[src/hdl/dfh_pkg.sv]
// package: constants and types for the dual-die flash host controller
// Summary of operation
// - host adds die base offset zero or 0x4000000 to every command address except the ID entry 555/90 and the erase sector/30, which use the sector base
// - sector erase is six writes: 555/AA 2AA/55 555/80 555/AA 2AA/55 sector/30
// - unlock pairs carry die select bit of the intended die
// - address arguments carry the die select bit of their target die
// - response reads use the same die select as the producing command
package dfh_pkg;

  localparam int ADDR_W = 27;
  localparam int DATA_W = 16;
  localparam int SECT_W = 11;
  localparam int SECT_LSB = 16;
  localparam int DIE_BIT = 26;
  localparam logic [26:0] DIE1_BASE = 27'h4000000;
  localparam logic [26:0] UNLOCK1_ADDR = 27'h0000555;
  localparam logic [26:0] UNLOCK2_ADDR = 27'h00002AA;
  localparam logic [15:0] UNLOCK1_DATA = 16'h00AA;
  localparam logic [15:0] UNLOCK2_DATA = 16'h0055;
  localparam logic [15:0] ERASE_SETUP = 16'h0080;
  localparam logic [15:0] SECT_ERASE = 16'h0030;
  localparam logic [15:0] RESET_CMD = 16'h00F0;
  localparam logic [15:0] ID_ENTER = 16'h0090;
  localparam logic [7:0] ID_MAKER = 8'h00;
  localparam logic [7:0] ID_DEV1 = 8'h01;
  localparam logic [7:0] ID_PROT = 8'h02;
  localparam logic [7:0] ID_IND = 8'h03;
  localparam logic [7:0] ID_DEV2 = 8'h0E;
  localparam logic [7:0] ID_DEV3 = 8'h0F;
  localparam logic [7:0] IND_HI_OPEN = 8'h3F;
  localparam logic [7:0] IND_HI_LOCK = 8'hBF;
  localparam logic [7:0] IND_LO_OPEN = 8'h2F;
  localparam logic [7:0] IND_LO_LOCK = 8'hAF;
  localparam logic [7:0] PROT_SET = 8'h01;
  localparam logic [7:0] PROT_CLR = 8'h00;

  localparam int CLK_MHZ = 40;
  localparam int T_CYCLE_NS = 120;
  localparam int T_RESET_NS = 500;
  localparam int T_RECOV_NS = 50;
  localparam int CYC_CYCLE = (T_CYCLE_NS * CLK_MHZ + 999) / 1000;
  localparam int CYC_RESET = (T_RESET_NS * CLK_MHZ + 999) / 1000;
  localparam int CYC_RECOV = (T_RECOV_NS * CLK_MHZ + 999) / 1000;
  localparam int CNT_W = 8;

  typedef enum logic [2:0] {
    DFH_OP_READ  = 3'h0,
    DFH_OP_WRITE = 3'h1,
    DFH_OP_ERASE = 3'h2,
    DFH_OP_IDRD  = 3'h3,
    DFH_OP_RESET = 3'h4
  } dfh_op_e;

  typedef struct packed {
    dfh_op_e             op;
    logic [ADDR_W-1:0]   addr;
    logic [DATA_W-1:0]   data;
  } dfh_req_s;

  typedef struct packed {
    logic [DATA_W-1:0]   data;
    logic                prot;
    logic                fact_lock;
    logic                hi_sect_wp;
  } dfh_rsp_s;

  typedef struct packed {
    logic                ce_n;
    logic                oe_n;
    logic                we_n;
    logic                reset_n;
    logic [ADDR_W-1:0]   addr;
  } dfh_bus_s;

endpackage

[src/hdl/dfh_host.sv]
// module: host controller driving a two-die parallel flash through its pins
`timescale 1ns/1ps
module dfh_host
  import dfh_pkg::*;
(
  input  wire logic                CLK,
  input  wire logic                SYS_RST,
  input  wire logic                CLK_EN,
  input  wire logic                REQ_VALID,
  output logic                     REQ_READY,
  input  wire dfh_req_s            REQ,
  output logic                     RSP_VALID,
  output dfh_rsp_s                 RSP,
  output logic                     DIE_BUSY_0,
  output logic                     DIE_BUSY_1,
  output dfh_bus_s                 FL_BUS,
  input  wire logic [DATA_W-1:0]   FL_DQ_I,
  output logic [DATA_W-1:0]        FL_DQ_O,
  output logic                     FL_DQ_OE,
  input  wire logic                FL_RDY_I
);

  // ************************************************************
  // states
  // ************************************************************
  typedef enum logic [2:0] {
    ST_IDLE  = 3'h0,
    ST_WAIT  = 3'h1,
    ST_SETUP = 3'h3,
    ST_STROB = 3'h7,
    ST_HOLD  = 3'h5,
    ST_RST   = 3'h4,
    ST_RECOV = 3'h6
  } dfh_st_e;

  dfh_st_e              st_ff, nxt_st;
  dfh_req_s             req_ff, nxt_req;
  logic [2:0]           step_ff, nxt_step;
  logic [CNT_W-1:0]     cnt_ff, nxt_cnt;
  logic [ADDR_W-1:0]    addr_ff, nxt_addr;
  logic [DATA_W-1:0]    dout_ff, nxt_dout;
  logic                 rd_ff, nxt_rd;
  logic [DATA_W-1:0]    rdat_ff, nxt_rdat;
  logic                 rsp_ff, nxt_rsp;
  logic                 erase_ff, nxt_erase;
  logic                 edie_ff, nxt_edie;
  logic [DATA_W-1:0]    dq_s1_ff, dq_s2_ff;
  logic                 rdy_s1_ff, rdy_s2_ff;

  // ************************************************************
  // pin synchronisers
  // ************************************************************
  always_ff @(posedge CLK) begin
    if (SYS_RST) begin
      dq_s1_ff  <= '0;
      dq_s2_ff  <= '0;
      rdy_s1_ff <= 1'b1;
      rdy_s2_ff <= 1'b1;
    end else if (CLK_EN) begin
      dq_s1_ff  <= FL_DQ_I;
      dq_s2_ff  <= dq_s1_ff;
      rdy_s1_ff <= FL_RDY_I;
      rdy_s2_ff <= rdy_s1_ff;
    end
  end

  // ************************************************************
  // address and sequence decode
  // ************************************************************
  wire                  die_sel   = req_ff.addr[DIE_BIT];
  wire [ADDR_W-1:0]     die_base  = die_sel ? DIE1_BASE : '0;
  wire [ADDR_W-1:0]     sect_base = {req_ff.addr[ADDR_W-1:SECT_LSB], 16'h0000};
  wire [ADDR_W-1:0]     id_addr   = sect_base | {19'h0, req_ff.addr[7:0]};
  wire                  is_erase  = (req_ff.op == DFH_OP_ERASE);
  wire                  is_id     = (req_ff.op == DFH_OP_IDRD);
  wire                  is_read   = (req_ff.op == DFH_OP_READ);
  wire [2:0]            last_step = is_erase ? 3'h5 : (is_id ? 3'h4 : 3'h0);
  wire                  die_busy  = erase_ff && !rdy_s2_ff && (edie_ff == req_ff.addr[DIE_BIT]);
  wire                  cmd_op    = !is_read && req_ff.op != DFH_OP_RESET;
  wire                  blocked   = cmd_op && die_busy;

  // erase: 555/AA 2AA/55 555/80 555/AA 2AA/55 sector/30; id: unlock, 555/90, read, F0
  logic [ADDR_W-1:0]    seq_addr;
  logic [DATA_W-1:0]    seq_data;
  logic                 seq_rd;
  always_comb begin
    seq_rd   = 1'b0;
    seq_addr = die_base | UNLOCK1_ADDR;
    seq_data = UNLOCK1_DATA;
    unique case (step_ff)
      3'h0: begin
        if (is_read) begin
          seq_addr = req_ff.addr;
          seq_rd   = 1'b1;
        end else if (req_ff.op == DFH_OP_WRITE) begin
          seq_addr = req_ff.addr;
          seq_data = req_ff.data;
        end
      end
      3'h1, 3'h4: begin
        seq_addr = die_base | UNLOCK2_ADDR;
        seq_data = UNLOCK2_DATA;
        if (is_id && step_ff == 3'h4) begin
          seq_addr = die_base | UNLOCK1_ADDR;
          seq_data = RESET_CMD;
        end
      end
      3'h2: begin
        seq_data = is_erase ? ERASE_SETUP : ID_ENTER;
        if (is_id) seq_addr = sect_base | UNLOCK1_ADDR;
      end
      3'h3: begin
        if (is_id) begin
          seq_addr = id_addr;
          seq_rd   = 1'b1;
        end
      end
      3'h5: begin
        seq_addr = sect_base;
        seq_data = SECT_ERASE;
      end
      default: begin
        seq_rd = 1'b0;
      end
    endcase
  end

  // ************************************************************
  // sequencer
  // ************************************************************
  always_comb begin
    nxt_st    = st_ff;
    nxt_req   = req_ff;
    nxt_step  = step_ff;
    nxt_cnt   = cnt_ff;
    nxt_addr  = addr_ff;
    nxt_dout  = dout_ff;
    nxt_rd    = rd_ff;
    nxt_rdat  = rdat_ff;
    nxt_rsp   = 1'b0;
    nxt_erase = erase_ff;
    nxt_edie  = edie_ff;
    if (erase_ff && rdy_s2_ff && st_ff != ST_SETUP && st_ff != ST_STROB) nxt_erase = 1'b0;
    unique case (st_ff)
      ST_IDLE: begin
        if (REQ_VALID) begin
          nxt_req  = REQ;
          nxt_step = 3'h0;
          nxt_st   = ST_WAIT;
          if (REQ.op == DFH_OP_RESET) begin
            nxt_st  = ST_RST;
            nxt_cnt = CNT_W'(CYC_RESET);
          end
        end
      end
      ST_WAIT: begin
        if (!blocked) begin
          nxt_addr = seq_addr;
          nxt_dout = seq_data;
          nxt_rd   = seq_rd;
          nxt_cnt  = CNT_W'(CYC_CYCLE);
          nxt_st   = ST_SETUP;
        end
      end
      ST_SETUP: begin
        nxt_st = ST_STROB;
      end
      ST_STROB: begin
        if (cnt_ff <= CNT_W'(1)) begin
          if (rd_ff) nxt_rdat = dq_s2_ff;
          nxt_cnt = CNT_W'(CYC_RECOV);
          nxt_st  = ST_HOLD;
        end else begin
          nxt_cnt = cnt_ff - CNT_W'(1);
        end
      end
      ST_HOLD: begin
        if (cnt_ff <= CNT_W'(1)) begin
          if (step_ff == last_step) begin
            nxt_rsp = 1'b1;
            nxt_st  = ST_IDLE;
            if (is_erase) begin
              nxt_erase = 1'b1;
              nxt_edie  = die_sel;
            end
          end else begin
            nxt_step = step_ff + 3'h1;
            nxt_st   = ST_WAIT;
          end
        end else begin
          nxt_cnt = cnt_ff - CNT_W'(1);
        end
      end
      ST_RST: begin
        if (cnt_ff <= CNT_W'(1)) begin
          nxt_cnt   = CNT_W'(CYC_RECOV);
          nxt_erase = 1'b0;
          nxt_st    = ST_RECOV;
        end else begin
          nxt_cnt = cnt_ff - CNT_W'(1);
        end
      end
      ST_RECOV: begin
        if (cnt_ff <= CNT_W'(1)) begin
          nxt_rsp = 1'b1;
          nxt_st  = ST_IDLE;
        end else begin
          nxt_cnt = cnt_ff - CNT_W'(1);
        end
      end
      default: begin
        nxt_st = ST_IDLE;
      end
    endcase
  end

  always_ff @(posedge CLK) begin
    if (SYS_RST) begin
      st_ff    <= ST_IDLE;
      req_ff   <= '0;
      step_ff  <= '0;
      cnt_ff   <= '0;
      addr_ff  <= '0;
      dout_ff  <= '0;
      rd_ff    <= 1'b0;
      rdat_ff  <= '0;
      rsp_ff   <= 1'b0;
      erase_ff <= 1'b0;
      edie_ff  <= 1'b0;
    end else if (CLK_EN) begin
      st_ff    <= nxt_st;
      req_ff   <= nxt_req;
      step_ff  <= nxt_step;
      cnt_ff   <= nxt_cnt;
      addr_ff  <= nxt_addr;
      dout_ff  <= nxt_dout;
      rd_ff    <= nxt_rd;
      rdat_ff  <= nxt_rdat;
      rsp_ff   <= nxt_rsp;
      erase_ff <= nxt_erase;
      edie_ff  <= nxt_edie;
    end
  end

  // ************************************************************
  // outputs
  // ************************************************************
  wire strobe = (st_ff == ST_STROB);
  wire busy_now = erase_ff && !rdy_s2_ff;

  assign REQ_READY      = (st_ff == ST_IDLE);
  assign RSP_VALID      = rsp_ff;
  assign RSP.data       = rdat_ff;
  assign RSP.prot       = (rdat_ff[7:0] == PROT_SET);
  assign RSP.fact_lock  = (rdat_ff[7:0] == IND_HI_LOCK) || (rdat_ff[7:0] == IND_LO_LOCK);
  assign RSP.hi_sect_wp = (rdat_ff[7:0] == IND_HI_OPEN) || (rdat_ff[7:0] == IND_HI_LOCK);
  assign DIE_BUSY_0     = busy_now && !edie_ff;
  assign DIE_BUSY_1     = busy_now && edie_ff;
  assign FL_BUS.ce_n    = !(st_ff == ST_SETUP || strobe);
  assign FL_BUS.oe_n    = !(strobe && rd_ff);
  assign FL_BUS.we_n    = !(strobe && !rd_ff);
  assign FL_BUS.reset_n = (st_ff != ST_RST);
  assign FL_BUS.addr    = addr_ff;
  assign FL_DQ_O        = dout_ff;
  assign FL_DQ_OE       = (st_ff == ST_SETUP || strobe) && !rd_ff;

endmodule

[config.mk]
export PLATFORM = sky130hd
export DESIGN_NAME = dfh_host
export DESIGN_NICKNAME = d
export VERILOG_FILES = /design/src/hdl/dfh_pkg.sv /design/src/hdl/dfh_host.sv
export SDC_FILE = /design/constraint.sdc
export NUM_CORES = 1
export LEC_CHECK = 0
export BUFFER_PORTS_ARGS = -buffer_cell sky130_fd_sc_hd__buf_4
export CAP_MARGIN = 20
export CORE_MARGIN = 5
export CORE_UTILIZATION = 54
export DETAILED_ROUTE_END_ITERATION = 7
export GPL_ROUTABILITY_DRIVEN = 0
export PLACE_DENSITY = 0.83
export SLEW_MARGIN = 20
export SYNTH_ARGS = -nofsm -noshare
export SYNTH_HDL_FRONTEND = slang
export SYNTH_SLANG_ARGS = --single-unit
[constraint.sdc]
create_clock -name CLK -period 3 [get_ports CLK]
set_clock_uncertainty 0.05 [all_clocks]
set_input_delay 0.45 -clock CLK [delete_from_list [all_inputs] [get_ports CLK]]
set_output_delay 0.45 -clock CLK [all_outputs]
set_load 0.005 [all_outputs]
Word-level counts from Yosys, hierarchy flattened

Index checks and enable logic that the tools add are counted.
Widths: inputs -> output; s select.

Register bits: 157
Bits of input ports: 67
Output and inout bits: 71

Equal/unequal tests: 34
Muxes and demuxes: 46
Bitwise gates (word level): 2
$lt $le $gt $ge: 1
Reduce and logical (&&, ||, !) cells: 38
Add/subtract/negate cells: 2

Operators by type and width:

| kind                | count |
|---|---|
| $mux 27             | 5 |
| $pmux 27 s5         | 1 |
| $pmux 16 s4         | 1 |
| $mux 8              | 6 |
| $mux 3              | 12 |
| $mux 16             | 2 |
| $pmux 8 s4          | 1 |
| $or 27x8->27        | 1 |
| $eq 3x3->1 const B  | 7 |
| $pmux 3 s7          | 1 |
| $eq 8x8->1 const B  | 2 |
| $eq 3x2->1 const B  | 5 |
| $ne 2x2->1 const B  | 7 |
| $logic_and 1x1->1   | 13 |
| $mux 1              | 11 |
| $mux 11             | 1 |
| $reduce_and 5->1    | 2 |
| $eq 3x1->1 const B  | 3 |
| $logic_not 3->1     | 3 |
| $ne 3x3->1 const B  | 3 |
| $eq 8x1->1 const B  | 1 |
| $eq 8x6->1 const B  | 1 |
| $le 8x1->1 const B  | 1 |
| $sub 8x1->8 const B | 1 |
| 18 further kinds    | 32 |

Longest topological paths before layout

Gate-level depths: netlist of the first run.

Depth in word-level cells: 8
Mapped depth: 9

Worst setup path after synthesis of the first run

No wires, ideal clock.

Path kind: reg-to-reg
From: register cnt_ff[2]
To: register rdat_ff[2]
Setup slack: 0.708 ns
Library setup time: 0.132 ns
Stages on the path, launching flop included: 9
Arrival time: 2.110 ns
Buffers on the path: 3
Required time: 2.818 ns
Path through: dfxtp_1 > or4_1 > buf_2 > or4_4 > or2_1 > buf_2 > buf_6 > nand2_1 > a21oi_1

Word-level cells in the longest chain between the ends: 2

Ends and longest elaborated chain:

| element                           | RTL line        | RTL |
|---|---|---|
| start, declared                   | dfh_host.sv:39  | `logic [CNT_W-1:0] cnt_ff, nxt_cnt;` |
| start signal, assigned            | dfh_host.sv:234 | `cnt_ff <= nxt_cnt;` |
| $le 8x1->1                        | dfh_host.sv:169 | `if (cnt_ff <= CNT_W'(1)) begin` |
| $reduce_and 4->1 (no source line) | n/a             |  |
| end signal, assigned              | dfh_host.sv:238 | `rdat_ff <= nxt_rdat;` |
| end, declared                     | dfh_host.sv:43  | `logic [DATA_W-1:0] rdat_ff, nxt_rdat;` |

Every way passes these cells.
A chain may end at the register's enable or synchronous reset.

Final worst setup path of the first run

From: register cnt_ff[2]
To: register rdat_ff[3]

The elaborated chain is that of the path after synthesis.

==> impl_metrics.yaml, run 1 <==
outcome:
  status: "finished clean"
final_layout:
  mostFrequentLayoutCell: "nand2_1"
  n_antenna_cell: 0
  syn2layout_area_growth_pct: 27.2
  final_area_um2: 8190
  nets: 978
  layout-drive-gt1-share_pct: 21.2
  final_cell_mix: "nand2_1 (178), dfxtp_1 (157), buf_4 (149), a21oi_1 (116), nor2_1 (59)"
placed_design:
  dp_hpwl_um: 10900
  placed_cell_area_um2: 7560
  numPortBuffers: 137
grt:
  grt_use_met2_pct: 36.5
  grt_overflow: 0
  use_met1_pct: 29.6
  busiest_layer: "met2"
  grt_util_all_layers_pct: 23.2
  grt_max_degree: 78
  grt_pass1_wl_um: 26800
  antenna_found_initial: 0
  grt_pass1_vias: 5556
  use_met3_pct: 7.25
synthesis:
  synth_top_flop_cell: "dfxtp_1"
  ys_warn_count: 0
  synth_nets: 863
  syn_area_per_cell_um2: 8.16
  synth.distinct_cells: 58
  syn_area_um2: 6440
  yosysSeqAreaShare_pct: 48.8
  synthArstFlopShare_pct: 0
  synthCells: 789
  synth_edf_count: 0
  synth.ff_latch_count: 157
hold_path:
  hold_depth: 3
  holdCritStartpoint: "FL_RDY_I"
  hp-class: "in -> reg"
cts:
  clk_latency_ns: 0.43
  postCtsResizedCells: 0
  cts_setup_buffers: 0
  numCtsBuffers: 17
  htreeDepth: 4
  clock-sinks: 157
  clk_path_buf_depth: 2
  holdBufCountCts: 0
  clkSlewWorstSetupHoldPaths_ns: 0.06
  cts_tree: "built"
  root_buffer: "clkbuf_16"
route:
  routedWlPerCell_um: 15.6
  vias: 5895
  routed_wl_um: 16500
  drtPass1Iterations: 5
  drc_errors: 0
  ant_nets: 0
  via_per_inst: 5.57
  first_iter_violations: 440
setup_path:
  startpoint: "cnt_ff[2]$_SDFFE_PP0P_"
  start_kind: "flip-flop"
  end_kind: "flip-flop"
  cp.required_ns: 3.22
  reg2reg_from: "cnt_ff[2]$_SDFFE_PP0P_"
  critPathArrivalTime_ns: 2.75
  worst-setup-path-type: "reg -> reg"
  slowest_delay_ns: 0.69
  path_max_fanout: 16
  worstRegToRegCells: 5
  critical_path.cell_chain: "or4_1 -> or4_4 -> or2_1 -> nand2_1 -> a21oi_1"
  cpMaxStageDelayCell: "or4_1"
power:
  power_density_nw_per_um2: 689
  leakagePower_nw: 3.29
  power_mw: 5.64
  ir_drop_v: 0.000455
timing:
  slew_headroom_pct: 50.0
  max_freq_mhz: 397
  rsz0062_at_grt: "false"
  tns_ns: 0
  hold_violations: 0
  slew_violations: 0
  min_period_ns: 2.52
  fin_crit_sh_pct: 84.0
  setup_viol: 0
  worstMarginPinSlew_ns: 0.749
  hold_slack_ns: 0.190
floorplan:
  rows: 39
  core_area_um2: 11600
  io_pins: 138
  fp.dieW_um: 119
  die_area_um2: 14200
  die_h_um: 119
  initial_utilization_pct: 55.7
flow_run:
  maxCapViolCount: 0
-- layer usage --
| metal | vias up | wire [um] |
|---|---|---|
| met3 | 27 | 1280 |
| met2 | 185 | 7820 |
| met4 | 0 | 311 |
| met5 | - | 0 |
| met1 | 2746 | 7120 |
| li1 | 2937 | - |
-- cells by family (layout without fill, tap and decap cells) --
| logic type | after synthesis | count (layout) | synth area share [%] |
|---|---|---|---|
| buffers and inverters | 67 | 194 | 4.10 |
| adder cells (fa/ha/maj) | 7 | 7 | 1.36 |
| AO/OA/AOI/OAI | 190 | 190 | 16.7 |
| multiplexers | 38 | 38 | 5.95 |
| flip-flops | 157 | 157 | 48.8 |
| XOR/XNOR | 3 | 3 | 0.408 |
| AND/OR/NAND/NOR | 327 | 327 | 22.7 |
-- final timing paths --
check                                                to  slack, ns
worst max-delay path            rdat_ff[3]$_SDFFE_PP0P_       0.48
worst min-delay path             rdy_s1_ff$_SDFFE_PP1P_       0.19
worst max register to register  rdat_ff[3]$_SDFFE_PP0P_       0.48
worst min register to register  rdat_ff[1]$_SDFFE_PP0P_       0.40
-- critical path: cells and delay by family, from the launching register on --
family / cells / cell delay, ns
compound gates: 1 / 0.07
flops: 1 / 0.36
simple gates: 4 / 1.89
-- synthesized netlist by cell type, drive strengths merged, types with 4 or more instances --
cell	number	share of area, %
nor4	6	0.82
or4	4	0.52
a31oi	5	0.49
o21ai	36	2.8
nor2	60	3.6
ha	7	1.4
nor3	9	0.78
mux2i	36	5.6
nand3	30	2.3
a21oi	116	9.0
nand2	178	10
and3	4	0.39
nor2b	7	0.68
nand2b	6	0.58
buf	12	0.89
a311oi	4	0.54
dfxtp	157	49
inv	11	0.64
clkbuf	43	2.5
o211ai	6	0.70
-- power breakdown --
| group | internal [mW] | leakage, nW | switching (mW) |
|---|---|---|---|
| Clock | 1.42 | 0.300 | 0.858 |
| Combinational | 0.412 | 1.71 | 0.586 |
| Sequential | 2.24 | 1.28 | 0.120 |
| Total | 4.08 | 3.29 | 1.56 |
-- through the flow --
step                      std cells  setup slack [ns]  util [%]
after floorplan                 789             0.708         -
after global placement         1028             0.539      65.4
after detailed placement       1028             0.511      65.4
after CTS                      1059             0.483      70.8
after global routing           1059             0.312      70.8
final                          1059             0.479      70.8
-- flip-flops by register name, summed over array words and instances (netlist names), 8 cells and up --
register,flops
dq_s2_ff,16
FL_DQ_O,16
rdat_ff,16
req_ff,45
addr_ff,27
cnt_ff,8
dq_s1_ff,16
-- cell type report --
class	count	area, um2
clock buffers	20	447
clock inverters	11	181
fillers	932	3370
inverters	12	45.0
multi-input cells	565	3040
flip-flops and latches	157	3140
well taps	143	179
repair buffers	151	1160
(Power assumes the default switching activity.)
==> run 2: changes to the inputs <==
- ABC_AREA: not set -> 1
- clock period: 3 -> 2.6 ns (I/O delays scaled with it)
==> run 2 against run 1 <==
  * Cell count grew 12%
  * Utilization shrank 1.4 points
  * Cell area grew 1.8%
  * Sequential share of layout area shrank 0.66 points
  * Combinational power grew to 2.5 times the previous value
  * Clock power grew 11%
  * Critical path depth grew 2
  * Non-clock buffer count shrank 2
  * Via count grew 6.4%
  * Clock-buffer cell count grew 1
==> impl_metrics.yaml, run 2 <==
outcome:
  status: "finished clean"
synthesis:
  synth_xor_xnor_area_share_pct: 0.399
  syn_area_um2: 6590
  synth_top_family_by_area: "simple AND/OR/NAND/NOR gates"
  synthAdderAreaFrac_pct: 1.33
  synthArstFlopShare_pct: 0
  syn_area_per_cell_um2: 7.26
  synthMuxAreaShare_pct: 0.152
  post-synth-top-area-cell: "dfxtp_1"
  synthTopCellsByCount: "dfxtp_1 (157), o21ai_0 (129), a21oi_1 (122), nand2_1 (121), nor2_1 (114)"
  yosysSeqAreaShare_pct: 47.7
  synth_nets: 981
  synth_edf_count: 0
  synth_top_flop_cell: "dfxtp_1"
  synth.ff_latch_count: 157
  synthTopCellsByArea: "dfxtp_1 (48%), o21ai_0 (9.8%), a21oi_1 (9.3%), nand2_1 (6.9%), nor2_1 (6.5%)"
  synthCells: 907
  synth.distinct_cells: 32
  synth_simple_gate_area_share_pct: 20.9
  synth_compound_area_share_pct: 19.9
  ys_warn_count: 0
  synth_top_area_share_pct: 47.7
  synth_most_common_cell: "dfxtp_1"
grt:
  grt_pass1_wl_um: 26900
  antenna_found_initial: 0
  grt_util_all_layers_pct: 22.8
  grt_max_degree: 76
  grt_overflow: 0
  grt_pass1_vias: 5649
power:
  ir_drop_v: 0.000483
  power_density_nw_per_um2: 963
  leakagePower_nw: 3.61
setup_path:
  worstRegToRegCells: 7
  crit_end: "req_ff[21]$_SDFFE_PP0P_"
  end_kind: "flip-flop"
  worstReg2RegEnd: "req_ff[21]$_SDFFE_PP0P_"
  worst-setup-path-type: "reg -> reg"
  reg2reg_from: "st_ff[1]$_SDFFE_PP0P_"
  cp.required_ns: 2.85
  path_max_fanout: 40
  start_kind: "flip-flop"
  ff2ff_setup_slack_ns: 0.55
  critPathArrivalTime_ns: 2.30
  startpoint: "st_ff[1]$_SDFFE_PP0P_"
final_layout:
  layout-drive-gt1-share_pct: 19.2
  final_area_um2: 8340
  reg_top3: "req_ff x45, addr_ff x27"
  final_cell_mix: "dfxtp_1 (157), buf_4 (145), o21ai_0 (129), a21oi_1 (122), nand2_1 (121)"
  largest_register_ffs: 45
  nets: 1100
  multi_input_area_um2: 2820
  final.fill_count: 1028
  largest_register: "req_ff"
  mostFrequentLayoutCell: "dfxtp_1"
  seqCellArea_um2: 3140
  syn2layout_area_growth_pct: 26.5
  n_antenna_cell: 0
  fin_util_pct: 69.4
cts:
  postCtsResizedCells: 0
  holdBufCountCts: 0
  clock-sinks: 157
  clkSlewWorstSetupHoldPaths_ns: 0.06
  clk_latency_ns: 0.42
  cts_tree: "built"
  htreeDepth: 4
  root_buffer: "clkbuf_16"
  cts_setup_buffers: 0
  numCtsBuffers: 17
  clk_path_buf_depth: 2
timing:
  hold_violations: 0
  setup_viol: 0
  min_period_ns: 2.05
  worstMarginPinSlew_ns: 0.529
  max_freq_mhz: 489
  slew_violations: 0
  rsz0062_at_grt: "false"
  fin_crit_sh_pct: 78.7
  slew_headroom_pct: 64.7
  tns_ns: 0
floorplan:
  rows: 40
  die_h_um: 120
  io_pins: 138
  initial_utilization_pct: 54.9
  core_area_um2: 12000
  die_area_um2: 14500
  fp.dieW_um: 120
placed_design:
  numPortBuffers: 137
  placed_cell_area_um2: 7730
  dp_hpwl_um: 11300
route:
  first_iter_violations: 478
  routedWlPerCell_um: 14.0
  via_per_inst: 5.29
  drc_errors: 0
  routed_wl_um: 16600
  ant_nets: 0
  drtPass1Iterations: 6
  vias: 6274
flow_run:
  maxCapViolCount: 0
hold_path:
  hp-class: "in -> reg"
[run 2: cell count changes after synthesis, moves of 7 or more]
| cell | delta |
|---|---|
| nor2_1 | +55 |
| nor2b_1 | -7 |
| mux2i_1 | -35 |
| inv_1 | +93 |
| clkbuf_1 | -13 |
| buf_2 | +7 |
| nand2_1 | -57 |
| nand3_1 | +24 |
| o21ai_0 | +93 |
[run 2: stage by stage]
stage	cells	setup WS (ns)	power (mW)	hold slack, ns
finish	1185	0.554	8.03	0.136
global route	1185	0.299	8.54	0.130
CTS	1185	0.497	8.03	0.131
detailed placement	1154	0.540	5.49	0.384
global placement	1154	0.630	5.43	0.376
floorplan	907	0.947	4.77	0.370
[run 2: cell type report]
cell class	instances	share of cell area, %
clock buffers	21	5.64
inverters	110	4.95
well taps	147	2.21
multi-input cells	591	33.8
flip-flops and latches	157	37.7
repair buffers	149	14.0
clock inverters	10	1.67
[run 2: worst min-delay path by stage]
| stage | startpoint | endpoint | cells past startpoint |
|---|---|---|---|
| 5_1_grt | FL_DQ_I[4] | dq_s1_ff[4]$_SDFFE_PP0P_ | 3 |
| 3_3_place_gp | req_ff[5]$_SDFFE_PP0P_ | req_ff[5]$_SDFFE_PP0P_ | 2 |
| 6_report | FL_DQ_I[9] | dq_s1_ff[9]$_SDFFE_PP0P_ | 3 |
| 3_5_place_dp | req_ff[5]$_SDFFE_PP0P_ | req_ff[5]$_SDFFE_PP0P_ | 2 |
| 4_1_cts | FL_DQ_I[9] | dq_s1_ff[9]$_SDFFE_PP0P_ | 3 |
| 2_1_floorplan | req_ff[24]$_SDFFE_PP0P_ | req_ff[24]$_SDFFE_PP0P_ | 2 |
[run 2: critical path: stages, from the launching register on]
cell     delay (ns)
dfxtp_1        0.41
nor2_2         0.17
nand2_1        0.11
inv_1          0.11
nand3_2        0.42
buf_12         0.36
o21ai_0        0.20
a21oi_1        0.08
[run 2: power breakdown]
part	switching (mW)	total (mW)	internal (mW)	leakage, nW
Sequential	0.234	2.97	2.74	1.28
Combinational	1.65	2.51	0.858	2.03
Clock	0.963	2.54	1.58	0.299
[run 2: kinds of logic (layout without fill, tap and decap cells)]
group	after synthesis	in the layout
XOR/XNOR	3	3
flip-flops	157	157
AND/OR/NAND/NOR	320	320
multiplexers	1	1
buffers and inverters	159	290
AO/OA/AOI/OAI	260	260
adder cells (fa/ha/maj)	7	7
[run 2: layer usage]
metal	track usage (%)	vias to the layer above	part of all wire [%]
met1	29.6	2861	45
li1	-	3196	-
met3	5.14	31	5.1
met4	8.64	0	2.2
met5	0	-	0
met2	37.1	186	48
==> run 3: changes to the inputs <==
- clock period: 2.6 -> 1.9 ns (I/O delays scaled with it)
==> run 3 against run 2 <==
  * Cell count rose by 0.76%
  * First-iteration DRC count rose by 22%
  * Sequential power rose by 37%
  * Die area did not move
  * Largest power group unchanged
==> impl_metrics.yaml, run 3 (same netlist as run 2, synthesis figures left out) <==
setup_path:
  cp.required_ns: 2.21
  path_max_fanout: 6
  end_kind: "flip-flop"
  start_kind: "flip-flop"
  critPathArrivalTime_ns: 2.12
  worst-setup-path-type: "reg -> reg"
  ff2ff_setup_slack_ns: 0.09
final_layout:
  mostFrequentLayoutCell: "dfxtp_1"
  largest_register_ffs: 45
  syn2layout_area_growth_pct: 28.1
  nets: 1109
  n_antenna_cell: 0
  largest_register: "req_ff"
  final.fill_count: 1001
  final_cell_mix: "dfxtp_1 (155), buf_4 (153), o21ai_0 (129), a21oi_1 (122), nand2_1 (120)"
  layout-drive-gt1-share_pct: 20.5
  reg_top3: "req_ff x45, addr_ff x27"
hold_path:
  hp-class: "in -> reg"
route:
  drtPass1Iterations: 6
  vias: 6434
  routed_wl_um: 17400
  routedWlPerCell_um: 14.6
  first_iter_violations: 581
  via_per_inst: 5.39
  ant_nets: 0
  drc_errors: 0
power:
  power_mw: 11.3
  ir_drop_v: 0.000830
  power_density_nw_per_um2: 1340
  leakagePower_nw: 3.66
cts:
  cts_tree: "built"
  htreeDepth: 4
  clkSlewWorstSetupHoldPaths_ns: 0.06
  clock-sinks: 157
  cts_setup_buffers: 0
  holdBufCountCts: 0
  numCtsBuffers: 17
  root_buffer: "clkbuf_16"
  clk_path_buf_depth: 2
  clk_latency_ns: 0.42
timing:
  hold_slack_ns: 0.0344
  slew_violations: 0
  tns_ns: 0
  max_freq_mhz: 552
  worstMarginPinSlew_ns: 0.446
  hold_violations: 0
  rsz0062_at_grt: "false"
  slew_headroom_pct: 70.3
  min_period_ns: 1.81
  fin_ws_ns: 0.0896
  fin_crit_sh_pct: 95.3
  setup_viol: 0
flow_run:
  maxCapViolCount: 0
floorplan:
  core_area_um2: 12000
  rows: 40
  die_area_um2: 14500
  fp.dieW_um: 120
  initial_utilization_pct: 54.9
  die_h_um: 120
  io_pins: 138
placed_design:
  pre_cts_ws_ns: -0.0262
  dp_hpwl_um: 11500
  numPortBuffers: 137
outcome:
  status: "finished clean"
grt:
  grt_pass1_vias: 5986
  grt_pass1_wl_um: 28100
  grt_util_all_layers_pct: 23.9
  grt_overflow: 0
  grt_max_degree: 119
  antenna_found_initial: 0
[run 3: power breakdown]
group | internal (mW) | switching, mW
registers | 3.75 | 0.328
clock network | 2.17 | 1.31
logic | 1.34 | 2.41
[run 3: area by class of cell]
class	instances	area, um2	area share, %
Sequential cell	157	3150	37.3
Multi-Input combinational cell	591	2850	33.7
Timing Repair Buffer	158	1240	14.7
Clock buffer	22	474	5.62
Inverter	110	413	4.89
Tap cell	147	184	2.18
Clock inverter	9	134	1.59
[run 3: stage by stage]
stage,util (%),std cells,cell area (um2)
after detailed placement,64.9,1163,7790
after CTS,70.0,1194,8410
final,70.3,1194,8440
after global routing,70.3,1194,8440
after floorplan,-,907,6590
after global placement,64.9,1163,7790
[run 3: repair_timing]
item	in CTS	in global routing
pin swaps	0	1
endpoints found under the hold margin	0	0
gates resized for setup	2	10
endpoints found under the setup margin	10	50
[run 3: path summary, 6_finish.rpt]
kind                            from  cells past startpoint                       end
max          req_ff[45]$_SDFFE_PP0P_                      9   addr_ff[4]$_SDFFE_PP0P_
min                       FL_DQ_I[9]                      3  dq_s1_ff[9]$_SDFFE_PP0P_
max reg2reg  req_ff[45]$_SDFFE_PP0P_                      9   addr_ff[4]$_SDFFE_PP0P_
min reg2reg   req_ff[9]$_SDFFE_PP0P_                      2    req_ff[9]$_SDFFE_PP0P_
[run 3: metal layers]
metal  track usage, %  wire, um  part of all wire (%)
met1             30.7      7400                    42
met2             38.4      8310                    48
met5                0         0                     0
met3             5.80      1270                   7.3
met4             10.3       464                   2.7
[run 3: critical path: stages, from the launching register on]
cell	delay, ns
dfxtp_1	0.31
inv_1	0.16
nand2_1	0.11
nor2_1	0.28
nand3_1	0.21
nand2_1	0.20
inv_1	0.05
nand2_1	0.18
nor3_1	0.09
nor2_1	0.09
